### config.mk
export PLATFORM = sky130hd
export DESIGN_NAME = qsf_host_port
export DESIGN_NICKNAME = d
export VERILOG_FILES = /design/src/qsf_host_port.v
export VERILOG_INCLUDE_DIRS = /design/src
export SDC_FILE = /design/constraint.sdc
export NUM_CORES = 1
export LEC_CHECK = 0
export BUFFER_PORTS_ARGS = -buffer_cell sky130_fd_sc_hd__buf_2
export CAP_MARGIN = 25
export CELL_PAD_IN_SITES_DETAIL_PLACEMENT = 1
export CELL_PAD_IN_SITES_GLOBAL_PLACEMENT = 1
export CORE_UTILIZATION = 40
export CTS_CLUSTER_SIZE = 28
export DETAILED_ROUTE_END_ITERATION = 10
export PLACE_DENSITY = 0.79
export SLEW_MARGIN = 10
export SYNTH_ARGS = -nofsm -noshare
export SYNTH_HDL_FRONTEND = slang
export SYNTH_SLANG_ARGS = --single-unit
### constraint.sdc
create_clock -name clk_i -period 6.8 [get_ports clk_i]
set_clock_uncertainty 0.05 [all_clocks]
set_input_delay 0.34 -clock clk_i [delete_from_list [all_inputs] [get_ports clk_i]]
set_output_delay 0.34 -clock clk_i [all_outputs]
set_load 0.02 [all_outputs]
### src/qsf_port_regs.vh
`ifndef QSF_PORT_REGS_VH
`define QSF_PORT_REGS_VH
// Function
// RQ1 - command, address and write bits are taken on serial clock rising edges
// RQ2 - output bits change on serial clock falling edges
// RQ3 - a new command starts only on a select high-to-low transition
// RQ4 - host keeps select low for a whole command and its write data
// RQ5 - after enter-quad all four data lines carry command, address and data
// RQ6 - after reset input and output use separate lines
// RQ7 - protect pin, pin enable and io config decide protect register blocking
// RQ8 - protect pin counts only outside quad operation
// RQ9 - pause pin low while selected freezes the link until released
// RQ10 - system holds pause high when unused; it acts only in single-wire mode
// RQ11 - first variant starts with protect and pause pins active
// RQ12 - second variant starts with upper two lines active for quad data
// RQ13 - single-wire protocol supports one, two and four line transfers
// RQ14 - burst reads wrap in 8, 16, 32 or 64 byte windows, or run linear
// RQ15 - page program takes up to 256 bytes, one or four lines
// RQ16 - status shows a busy flag which the host polls
// RQ17 - program or erase can be suspended and resumed
// RQ18 - a software reset command returns the port to its reset state
// RQ19 - read-locked parameter blocks return zero data
// RQ20 - a security area with unique identifier is readable by its own command
// RQ21 - host idles serial clock low or high; both are accepted
// RQ22 - port starts in single-wire mode and enters quad only on command
// RQ23 - io config one disables the protect pin and its enable bit
// RQ24 - select high abandons any partial command and returns to idle
// RQ25 - data lines float while deselected or outside a data output phase
`define OP_READ 8'h03
`define OP_READ2 8'h3b
`define OP_READ4 8'h6b
`define OP_WRAP_RD 8'h0c
`define OP_PROG 8'h02
`define OP_PROG4 8'h32
`define OP_STATUS 8'h05
`define OP_WR_EN 8'h06
`define OP_WR_DIS 8'h04
`define OP_QUAD_ON 8'h38
`define OP_QUAD_OFF 8'hff
`define OP_RST_EN 8'h66
`define OP_RST 8'h99
`define OP_SUSPEND 8'hb0
`define OP_RESUME 8'h30
`define OP_BPR_WR 8'h42
`define OP_SEC_RD 8'h88
`define OP_BURST 8'hc0
`define ST_BUSY_BIT 0
`define ST_WEL_BIT 1
`define CMD_BITS 5'h08
`define ADDR_BITS 5'h18
`define PAGE_MASK 24'h0000ff
`define LIN_MASK 24'hffffff
`define WRAP_RST 2'h0
`endif

### src/qsf_host_port.v
`timescale 1ns/1ps
`include "qsf_port_regs.vh"
module qsf_host_port #(
	parameter QUAD_VARIANT = 1'b0
) (
	input  wire        clk_i,
	input  wire        rst_n_i,
	input  wire        sck_i,
	input  wire        cs_n_i,
	input  wire [3:0]  quad_io_lines_i,
	input  wire        pause_n_i,
	input  wire        wp_n_i,
	input  wire        protect_pin_enable_i,
	input  wire        io_config_bit_i,
	input  wire        cfg_load_i,
	input  wire        busy_i,
	input  wire [7:0]  mem_rdata_i,
	input  wire        rd_lock_i,
	output wire [3:0]  quad_io_lines_o,
	output wire [3:0]  quad_io_lines_oe_o,
	output wire [23:0] mem_addr_o,
	output wire        mem_rd_o,
	output wire        mem_sec_o,
	output wire        mem_wr_o,
	output wire [7:0]  mem_wdata_o,
	output wire        wr_bpr_o,
	output wire        prog_start_o,
	output wire        bpr_blocked_o,
	output wire        suspend_o,
	output wire        resume_o,
	output wire        soft_reset_o,
	output wire        quad_mode_o
);

localparam ST_IDLE = 3'h0;
localparam ST_CMD  = 3'h1;
localparam ST_ADDR = 3'h2;
localparam ST_WDAT = 3'h3;
localparam ST_RDAT = 3'h4;
localparam ST_DONE = 3'h5;
localparam ST_CFG  = 3'h6;

function [23:0] shift_in;
	input [23:0] a;
	input [3:0]  io;
	input [2:0]  w;
	begin
		case (w)
			3'h4: shift_in = {a[19:0], io};
			3'h2: shift_in = {a[21:0], io[1:0]};
			default: shift_in = {a[22:0], io[0]};
		endcase
	end
endfunction

function [23:0] step;
	input [23:0] a;
	input [23:0] m;
	begin
		step = (a & ~m) | ((a + 24'h000001) & m);
	end
endfunction

function [23:0] wrap_mask;
	input [1:0] s;
	begin
		case (s)
			2'h0: wrap_mask = 24'h000007;
			2'h1: wrap_mask = 24'h00000f;
			2'h2: wrap_mask = 24'h00001f;
			default: wrap_mask = 24'h00003f;
		endcase
	end
endfunction

reg [2:0]  sck_s_ff;
reg [2:0]  cs_s_ff;
reg [1:0]  pz_s_ff;
reg [1:0]  wp_s_ff;
reg [3:0]  io_s1_ff;
reg [3:0]  io_s2_ff;
reg [2:0]  st_ff;
reg [7:0]  cmd_ff;
reg [23:0] sh_ff;
reg [4:0]  cnt_ff;
reg [23:0] addr_ff;
reg [23:0] mask_ff;
reg [1:0]  wrap_ff;
reg        quad_ff;
reg        ioc_ff;
reg        wel_ff;
reg        rsten_ff;
reg [7:0]  pend_ff;
reg [7:0]  obyte_ff;
reg [2:0]  ocnt_ff;
reg        rdw_ff;
reg        wrote_ff;
reg [2:0]  dw_ff;
reg        drv_ff;
reg [3:0]  io_ff;
reg [3:0]  oe_ff;
reg [23:0] maddr_ff;
reg        mrd_ff;
reg        msec_ff;
reg        mwr_ff;
reg [7:0]  wdat_ff;
reg        wbpr_ff;
reg        pstart_ff;
reg        blk_ff;
reg        susp_ff;
reg        res_ff;
reg        srst_ff;

reg [2:0]  nxt_st;
reg [7:0]  nxt_cmd;
reg [23:0] nxt_sh;
reg [4:0]  nxt_cnt;
reg [23:0] nxt_addr;
reg [23:0] nxt_mask;
reg [1:0]  nxt_wrap;
reg        nxt_quad;
reg        nxt_ioc;
reg        nxt_wel;
reg        nxt_rsten;
reg [7:0]  nxt_pend;
reg [7:0]  nxt_obyte;
reg [2:0]  nxt_ocnt;
reg        nxt_rdw;
reg        nxt_wrote;
reg [2:0]  nxt_dw;
reg        nxt_drv;
reg [3:0]  nxt_io;
reg [23:0] nxt_maddr;
reg        nxt_mrd;
reg        nxt_msec;
reg        nxt_mwr;
reg [7:0]  nxt_wdat;
reg        nxt_wbpr;
reg        nxt_pstart;
reg        nxt_blk;
reg        nxt_susp;
reg        nxt_res;
reg        nxt_srst;
reg [2:0]  w_in;
reg [23:0] sh_in;
reg [7:0]  obyte;
reg [7:0]  stat;

// first stages feed only the second stages
wire sel      = ~cs_s_ff[1];
wire cs_fall  = ~cs_s_ff[1] & cs_s_ff[2];
wire pins_on  = ~quad_ff & ~ioc_ff; // RQ8 RQ23
wire paused   = pins_on & ~pz_s_ff[1]; // RQ9
wire rise     = sck_s_ff[1] & ~sck_s_ff[2] & ~paused; // RQ1 RQ21
wire fall     = ~sck_s_ff[1] & sck_s_ff[2] & ~paused; // RQ2 RQ21
wire wp_block = pins_on & protect_pin_enable_i & ~wp_s_ff[1]; // RQ7
wire [2:0] cw = quad_ff ? 3'h4 : 3'h1; // RQ5 RQ6

always @*
begin
	nxt_st = st_ff;
	nxt_cmd = cmd_ff;
	nxt_sh = sh_ff;
	nxt_cnt = cnt_ff;
	nxt_addr = addr_ff;
	nxt_mask = mask_ff;
	nxt_wrap = wrap_ff;
	nxt_quad = quad_ff;
	nxt_ioc = cfg_load_i ? io_config_bit_i : ioc_ff;
	nxt_wel = wel_ff;
	nxt_rsten = rsten_ff;
	nxt_pend = pend_ff;
	nxt_obyte = obyte_ff;
	nxt_ocnt = ocnt_ff;
	nxt_rdw = 1'b0;
	nxt_wrote = wrote_ff;
	nxt_dw = dw_ff;
	nxt_drv = drv_ff;
	nxt_io = io_ff;
	nxt_maddr = maddr_ff;
	nxt_mrd = 1'b0;
	nxt_msec = msec_ff;
	nxt_mwr = 1'b0;
	nxt_wdat = wdat_ff;
	nxt_wbpr = wbpr_ff;
	nxt_pstart = 1'b0;
	nxt_blk = 1'b0;
	nxt_susp = 1'b0;
	nxt_res = 1'b0;
	nxt_srst = 1'b0;
	stat = 8'h00;
	stat[`ST_BUSY_BIT] = busy_i; // RQ16
	stat[`ST_WEL_BIT] = wel_ff;
	w_in = (st_ff == ST_WDAT || st_ff == ST_CFG) ? dw_ff : cw;
	sh_in = shift_in(sh_ff, io_s2_ff, w_in);
	obyte = (ocnt_ff == 3'h0) ? pend_ff : obyte_ff;
	if (rdw_ff)
	begin
		nxt_pend = rd_lock_i ? 8'h00 : mem_rdata_i; // RQ19
	end
	if (!sel)
	begin
		nxt_st = ST_IDLE; // RQ24
		nxt_drv = 1'b0; // RQ25
		if (st_ff == ST_WDAT && wrote_ff)
		begin
			nxt_pstart = (cmd_ff != `OP_BPR_WR); // RQ4
			nxt_wel = 1'b0;
		end
	end
	else
	begin
		case (st_ff)
			ST_IDLE:
			begin
				if (cs_fall) // RQ3
				begin
					nxt_st = ST_CMD;
					nxt_cnt = 5'h00;
					nxt_wrote = 1'b0;
				end
			end
			ST_CMD:
			begin
				if (rise)
				begin
					nxt_sh = sh_in;
					nxt_cnt = cnt_ff + {2'h0, w_in};
					if (cnt_ff + {2'h0, w_in} == `CMD_BITS)
					begin
						nxt_cnt = 5'h00;
						nxt_cmd = sh_in[7:0];
						nxt_rsten = 1'b0;
						nxt_st = ST_DONE;
						nxt_dw = cw;
						nxt_mask = `LIN_MASK;
						nxt_msec = 1'b0;
						case (sh_in[7:0])
							`OP_QUAD_ON: nxt_quad = 1'b1; // RQ5 RQ22
							`OP_QUAD_OFF: nxt_quad = 1'b0;
							`OP_RST_EN: nxt_rsten = 1'b1;
							`OP_RST:
							begin
								if (rsten_ff) // RQ18
								begin
									nxt_quad = 1'b0;
									nxt_wel = 1'b0;
									nxt_wrap = `WRAP_RST;
									nxt_srst = 1'b1;
								end
							end
							`OP_WR_EN: nxt_wel = 1'b1;
							`OP_WR_DIS: nxt_wel = 1'b0;
							`OP_SUSPEND: nxt_susp = 1'b1; // RQ17
							`OP_RESUME: nxt_res = 1'b1; // RQ17
							`OP_STATUS:
							begin
								nxt_pend = stat; // RQ16
								nxt_ocnt = 3'h0;
								nxt_st = ST_RDAT;
							end
							`OP_READ: nxt_st = ST_ADDR;
							`OP_SEC_RD: nxt_st = ST_ADDR; // RQ20
							`OP_WRAP_RD:
							begin
								nxt_mask = wrap_mask(wrap_ff); // RQ14
								nxt_st = ST_ADDR;
							end
							`OP_READ2:
							begin
								if (!quad_ff) // RQ13
								begin
									nxt_dw = 3'h2;
									nxt_st = ST_ADDR;
								end
							end
							`OP_READ4:
							begin
								if (!quad_ff && ioc_ff) // RQ13
								begin
									nxt_dw = 3'h4;
									nxt_st = ST_ADDR;
								end
							end
							`OP_PROG:
							begin
								nxt_mask = `PAGE_MASK; // RQ15
								nxt_st = wel_ff ? ST_ADDR : ST_DONE;
							end
							`OP_PROG4:
							begin
								nxt_mask = `PAGE_MASK; // RQ15
								nxt_dw = 3'h4;
								nxt_st = (wel_ff && ioc_ff && !quad_ff) ? ST_ADDR : ST_DONE;
							end
							`OP_BPR_WR:
							begin
								nxt_blk = wp_block; // RQ7
								nxt_st = (wel_ff && !wp_block) ? ST_WDAT : ST_DONE;
							end
							`OP_BURST: nxt_st = ST_CFG;
							default: nxt_st = ST_DONE;
						endcase
					end
				end
			end
			ST_ADDR:
			begin
				if (rise)
				begin
					nxt_sh = sh_in;
					nxt_cnt = cnt_ff + {2'h0, w_in};
					if (cnt_ff + {2'h0, w_in} == `ADDR_BITS)
					begin
						nxt_cnt = 5'h00;
						if (cmd_ff == `OP_PROG || cmd_ff == `OP_PROG4)
						begin
							nxt_addr = sh_in;
							nxt_st = ST_WDAT;
						end
						else
						begin
							nxt_maddr = sh_in;
							nxt_mrd = 1'b1;
							nxt_rdw = 1'b1;
							nxt_msec = (cmd_ff == `OP_SEC_RD); // RQ20
							nxt_addr = step(sh_in, mask_ff); // RQ14
							nxt_ocnt = 3'h0;
							nxt_st = ST_RDAT;
						end
					end
				end
			end
			ST_WDAT:
			begin
				if (rise)
				begin
					nxt_sh = sh_in;
					nxt_cnt = cnt_ff + {2'h0, w_in};
					if (cnt_ff + {2'h0, w_in} == `CMD_BITS)
					begin
						nxt_cnt = 5'h00;
						nxt_mwr = 1'b1;
						nxt_wdat = sh_in[7:0];
						nxt_maddr = addr_ff;
						nxt_wbpr = (cmd_ff == `OP_BPR_WR);
						nxt_addr = step(addr_ff, `PAGE_MASK); // RQ15
						nxt_wrote = 1'b1;
					end
				end
			end
			ST_CFG:
			begin
				if (rise)
				begin
					nxt_sh = sh_in;
					nxt_cnt = cnt_ff + {2'h0, w_in};
					if (cnt_ff + {2'h0, w_in} == `CMD_BITS)
					begin
						nxt_wrap = sh_in[1:0]; // RQ14
						nxt_st = ST_DONE;
					end
				end
			end
			ST_RDAT:
			begin
				if (fall) // RQ2
				begin
					nxt_drv = 1'b1;
					nxt_obyte = obyte << dw_ff;
					nxt_ocnt = ocnt_ff + dw_ff;
					case (dw_ff)
						3'h4: nxt_io = obyte[7:4];
						3'h2: nxt_io = {2'h0, obyte[7:6]};
						default: nxt_io = {2'h0, obyte[7], 1'b0}; // RQ6
					endcase
					if (ocnt_ff == 3'h0)
					begin
						// next byte is fetched a whole byte time ahead
						if (cmd_ff == `OP_STATUS)
						begin
							nxt_pend = stat; // RQ16
						end
						else
						begin
							nxt_maddr = addr_ff;
							nxt_mrd = 1'b1;
							nxt_rdw = 1'b1;
							nxt_addr = step(addr_ff, mask_ff); // RQ14
						end
					end
				end
			end
			ST_DONE: nxt_st = ST_DONE;
			default: nxt_st = ST_IDLE;
		endcase
	end
end

always @(posedge clk_i)
begin
	if (!rst_n_i)
	begin
		sck_s_ff <= 3'h0;
		cs_s_ff <= 3'h7;
		pz_s_ff <= 2'h3;
		wp_s_ff <= 2'h3;
		io_s1_ff <= 4'h0;
		io_s2_ff <= 4'h0;
		st_ff <= ST_IDLE;
		cmd_ff <= 8'h00;
		sh_ff <= 24'h000000;
		cnt_ff <= 5'h00;
		addr_ff <= 24'h000000;
		mask_ff <= `LIN_MASK;
		wrap_ff <= `WRAP_RST;
		quad_ff <= 1'b0; // RQ22
		ioc_ff <= QUAD_VARIANT; // RQ11 RQ12
		wel_ff <= 1'b0;
		rsten_ff <= 1'b0;
		pend_ff <= 8'h00;
		obyte_ff <= 8'h00;
		ocnt_ff <= 3'h0;
		rdw_ff <= 1'b0;
		wrote_ff <= 1'b0;
		dw_ff <= 3'h1;
		drv_ff <= 1'b0;
		io_ff <= 4'h0;
		oe_ff <= 4'h0;
		maddr_ff <= 24'h000000;
		mrd_ff <= 1'b0;
		msec_ff <= 1'b0;
		mwr_ff <= 1'b0;
		wdat_ff <= 8'h00;
		wbpr_ff <= 1'b0;
		pstart_ff <= 1'b0;
		blk_ff <= 1'b0;
		susp_ff <= 1'b0;
		res_ff <= 1'b0;
		srst_ff <= 1'b0;
	end
	else
	begin
		sck_s_ff <= {sck_s_ff[1:0], sck_i};
		cs_s_ff <= {cs_s_ff[1:0], cs_n_i};
		pz_s_ff <= {pz_s_ff[0], pause_n_i};
		wp_s_ff <= {wp_s_ff[0], wp_n_i};
		io_s1_ff <= quad_io_lines_i;
		io_s2_ff <= io_s1_ff;
		st_ff <= nxt_st;
		cmd_ff <= nxt_cmd;
		sh_ff <= nxt_sh;
		cnt_ff <= nxt_cnt;
		addr_ff <= nxt_addr;
		mask_ff <= nxt_mask;
		wrap_ff <= nxt_wrap;
		quad_ff <= nxt_quad;
		ioc_ff <= nxt_ioc;
		wel_ff <= nxt_wel;
		rsten_ff <= nxt_rsten;
		pend_ff <= nxt_pend;
		obyte_ff <= nxt_obyte;
		ocnt_ff <= nxt_ocnt;
		rdw_ff <= nxt_rdw;
		wrote_ff <= nxt_wrote;
		dw_ff <= nxt_dw;
		drv_ff <= nxt_drv;
		io_ff <= nxt_io;
		// pause floats the lines but keeps the phase for resume
		oe_ff <= (nxt_drv && !paused) ? ((nxt_dw == 3'h4) ? 4'hf :
			(nxt_dw == 3'h2) ? 4'h3 : 4'h2) : 4'h0; // RQ25 RQ9
		maddr_ff <= nxt_maddr;
		mrd_ff <= nxt_mrd;
		msec_ff <= nxt_msec;
		mwr_ff <= nxt_mwr;
		wdat_ff <= nxt_wdat;
		wbpr_ff <= nxt_wbpr;
		pstart_ff <= nxt_pstart;
		blk_ff <= nxt_blk;
		susp_ff <= nxt_susp;
		res_ff <= nxt_res;
		srst_ff <= nxt_srst;
	end
end

assign quad_io_lines_o    = io_ff;
assign quad_io_lines_oe_o = oe_ff;
assign mem_addr_o         = maddr_ff;
assign mem_rd_o           = mrd_ff;
assign mem_sec_o          = msec_ff;
assign mem_wr_o           = mwr_ff;
assign mem_wdata_o        = wdat_ff;
assign wr_bpr_o           = wbpr_ff;
assign prog_start_o       = pstart_ff;
assign bpr_blocked_o      = blk_ff;
assign suspend_o          = susp_ff;
assign resume_o           = res_ff;
assign soft_reset_o       = srst_ff;
assign quad_mode_o        = quad_ff;

endmodule // qsf_host_port

==> flow_summary.ini <==
[final_layout]
syn_to_final_growth_pct = 12.0
antenna_cells = 0
nNetsFinal = 1267
drive_above_1_share = 0.128
final_cells = 1560
fill_cells = 2820

[worst_setup_path]
cp_num_cells = 14
path_buf_inv = 0
crit_slowest_cell = a21boi_1
end_kind = flop
cp_max_fo = 23
required_ps = 7040
crit_chain = xor2_2 > a21boi_1 > nor2_1 > ha_1 > ha_1 > nor2_1 > o21ai_0 > a21o_1 > a2111oi_4 > a311o_1 > and2_1 > nand2_1 > nand2_1 > a21oi_1
crit_family = compound AO/OA/AOI/OAI gates
path_class = flop to flop
crit_arrival_ps = 6180
crit_path_max_incr_delay_ps = 850
start_kind = flop
r2r_slack_ps = 860
reg2reg_depth = 14

[clock_tree]
cts_tree = done
numCtsBuffers = 17
cts_root_buf = clkbuf_16
cts.sinks = 164
hold_buffers = 0
clock_latency_ps = 440
cts_resized = 0
cts.clk_slew.worst_paths_ps = 80
cts_buffer_depth = 2
htree_levels = 4
cts_setup_buffers = 0

[place]
hpwl_um = 22000
place_congestion = 0.873
dp.cells = 1528
port-buffer-count = 72

[job]
max_cap_violations = 0

[logic_synthesis]
synthCells = 1212
synth_top_cell_by_area = dfxtp_1
synth_top_area_frac = 0.351
synth_area_leaders = dfxtp_1 (35%), nor2_1 (6.2%), nand2_1 (5.1%)
syn_area_per_cell_um2 = 7.73
synth.distinct_cells = 85
synth_fp_nets = 1245
yosysMostFrequentCell = dfxtp_1
syn_area_um2 = 9360
ys_seq_area_frac = 0.351
synth_edf_count = 0
synthFlopType = dfxtp_1
synth-seq-cells = 164
yosys-top-cells-count = dfxtp_1 (164), nor2_1 (154), nand2_1 (126)
async_flop_share = 0
yosys_warnings = 0

[die]
dieArea_um2 = 24000
start_util = 0.411
die_height_um = 155
row_count = 55
die_x_um = 155
io-pin-count = 73
core_um2 = 22800

[hold_path]
min_path_type = input pin to flop
min_path_cells = 2

[sta]
period_share = 0.873
slew_headroom = 0.237
finalSetupViolations = 0
holdWs_ps = 38.5
hold_viol_final = 0
tightest_slew_ps = 1140
slew_viol_final = 0
rsz0062_at_grt = no
layout_min_cycle_time_ps = 5940
final.setup.tns_ps = 0
max_freq_mhz = 168

[run_status]
outcome = finished clean

[power_and_ir_drop]
clkPwrFrac = 0.486
max-vdd-ir-drop_v = 0.000113
power_density_nw_per_um2 = 187
leakage_nw = 3.80
intPower_w = 0.00146
seq_power_share = 0.493
p_sw_frac = 0.255
power_switching_w = 0.000500
p_comb_frac = 0.020

[global_route]
grt_pass1_wl_um = 52000
antenna_found_initial = 0
grt.overflow.total = 0
grt_use_total = 0.272
grt_max_degree = 67
grt_pass1_vias = 9580

[detailed_routing]
wl_per_cell_um = 20.5
drt-total-wl_um = 32000
drc = 0
antenna_left = 0
via_per_inst = 6.21
drt_iter0_drc = 888
vias = 9683
drt-pass1-iter-count = 5
-- flip-flops by register name, indices dropped and copies added (netlist names), 4 cells and up --
| name | cells |
|---|---|
| quad_io_lines_o | 4 |
| mem_addr_o | 24 |
| cnt_ff | 5 |
| cmd_ff | 8 |
| sh_ff | 23 |
| io_s2_ff | 4 |
| pend_ff | 8 |
| mask_ff | 5 |
| addr_ff | 24 |
| obyte_ff | 8 |
| io_s1_ff | 4 |
| mem_wdata_o | 8 |
-- placed cells by master, fill, tap and decap left out, types with 18 or more instances in the layout --
master    synthesis  routed
o211ai_1         35      35
and3_1           33      33
nor3_1           40      38
a31oi_1          18      18
o21ai_0          50      50
dfxtp_1         164     164
nor2_1          154     153
a211oi_1         51      50
a21oi_1          84      84
mux2i_1          24      24
nand3_1          58      58
buf_2            14      72
nand4_1          25      25
and2_1           20      20
buf_4             7      21
nand2_1         126     126
-- logic make-up after synthesis --
family,synth area share
simple gates,0.292
compound gates,0.253
flops,0.351
buf+inv,0.0496
mux,0.0257
xor+xnor,0.0150
fa+ha+maj,0.0142
-- final cells by class --
class	count	area, µm²	share of cell area
Sequential cell	164	3280	0.313
Timing Repair Buffer	93	518	0.0494
Clock buffer	17	425	0.0406
Inverter	18	68.8	0.00656
Clock inverter	15	145	0.0138
Multi-Input combinational cell	940	5650	0.539
Tap cell	313	392	0.0373
-- layer usage --
metal  share of wire  up-vias  track usage
met5               0        -            0
met4           0.031        0        0.106
met2            0.45      325        0.426
met3           0.055       69       0.0396
li1                -     4529            -
met1            0.46     4760        0.376
-- power by group through the flow --
stage | logic [W] | registers (W) | clock network [W]
floorplan | 0.0000243 | 0.000989 | 0
global placement | 0.0000391 | 0.000990 | 0
detailed placement | 0.0000399 | 0.000990 | 0
CTS | 0.0000400 | 0.000968 | 0.000967
global route | 0.0000434 | 0.000968 | 0.00100
finish | 0.0000400 | 0.000968 | 0.000954
-- through the flow --
step | power, W | util | setup WS, ps | instance area [µm²]
global placement | 0.00103 | 0.435 | 1190 | 9920
floorplan | 0.00101 | - | 2840 | 9360
detailed placement | 0.00103 | 0.435 | 907 | 9920
CTS | 0.00197 | 0.460 | 912 | 10500
finish | 0.00196 | 0.460 | 861 | 10500
global route | 0.00202 | 0.460 | 390 | 10500
-- final timing paths --
kind | start | end
setup / recovery | st_ff[2] | mem_addr_o[4]
setup reg to reg | st_ff[2] | mem_addr_o[4]
hold / removal | pause_n_i | pz_s_ff[0]
hold reg to reg | wp_s_ff[0] | wp_s_ff[1]
No activity file was read; power rests on OpenSTA's default activity.
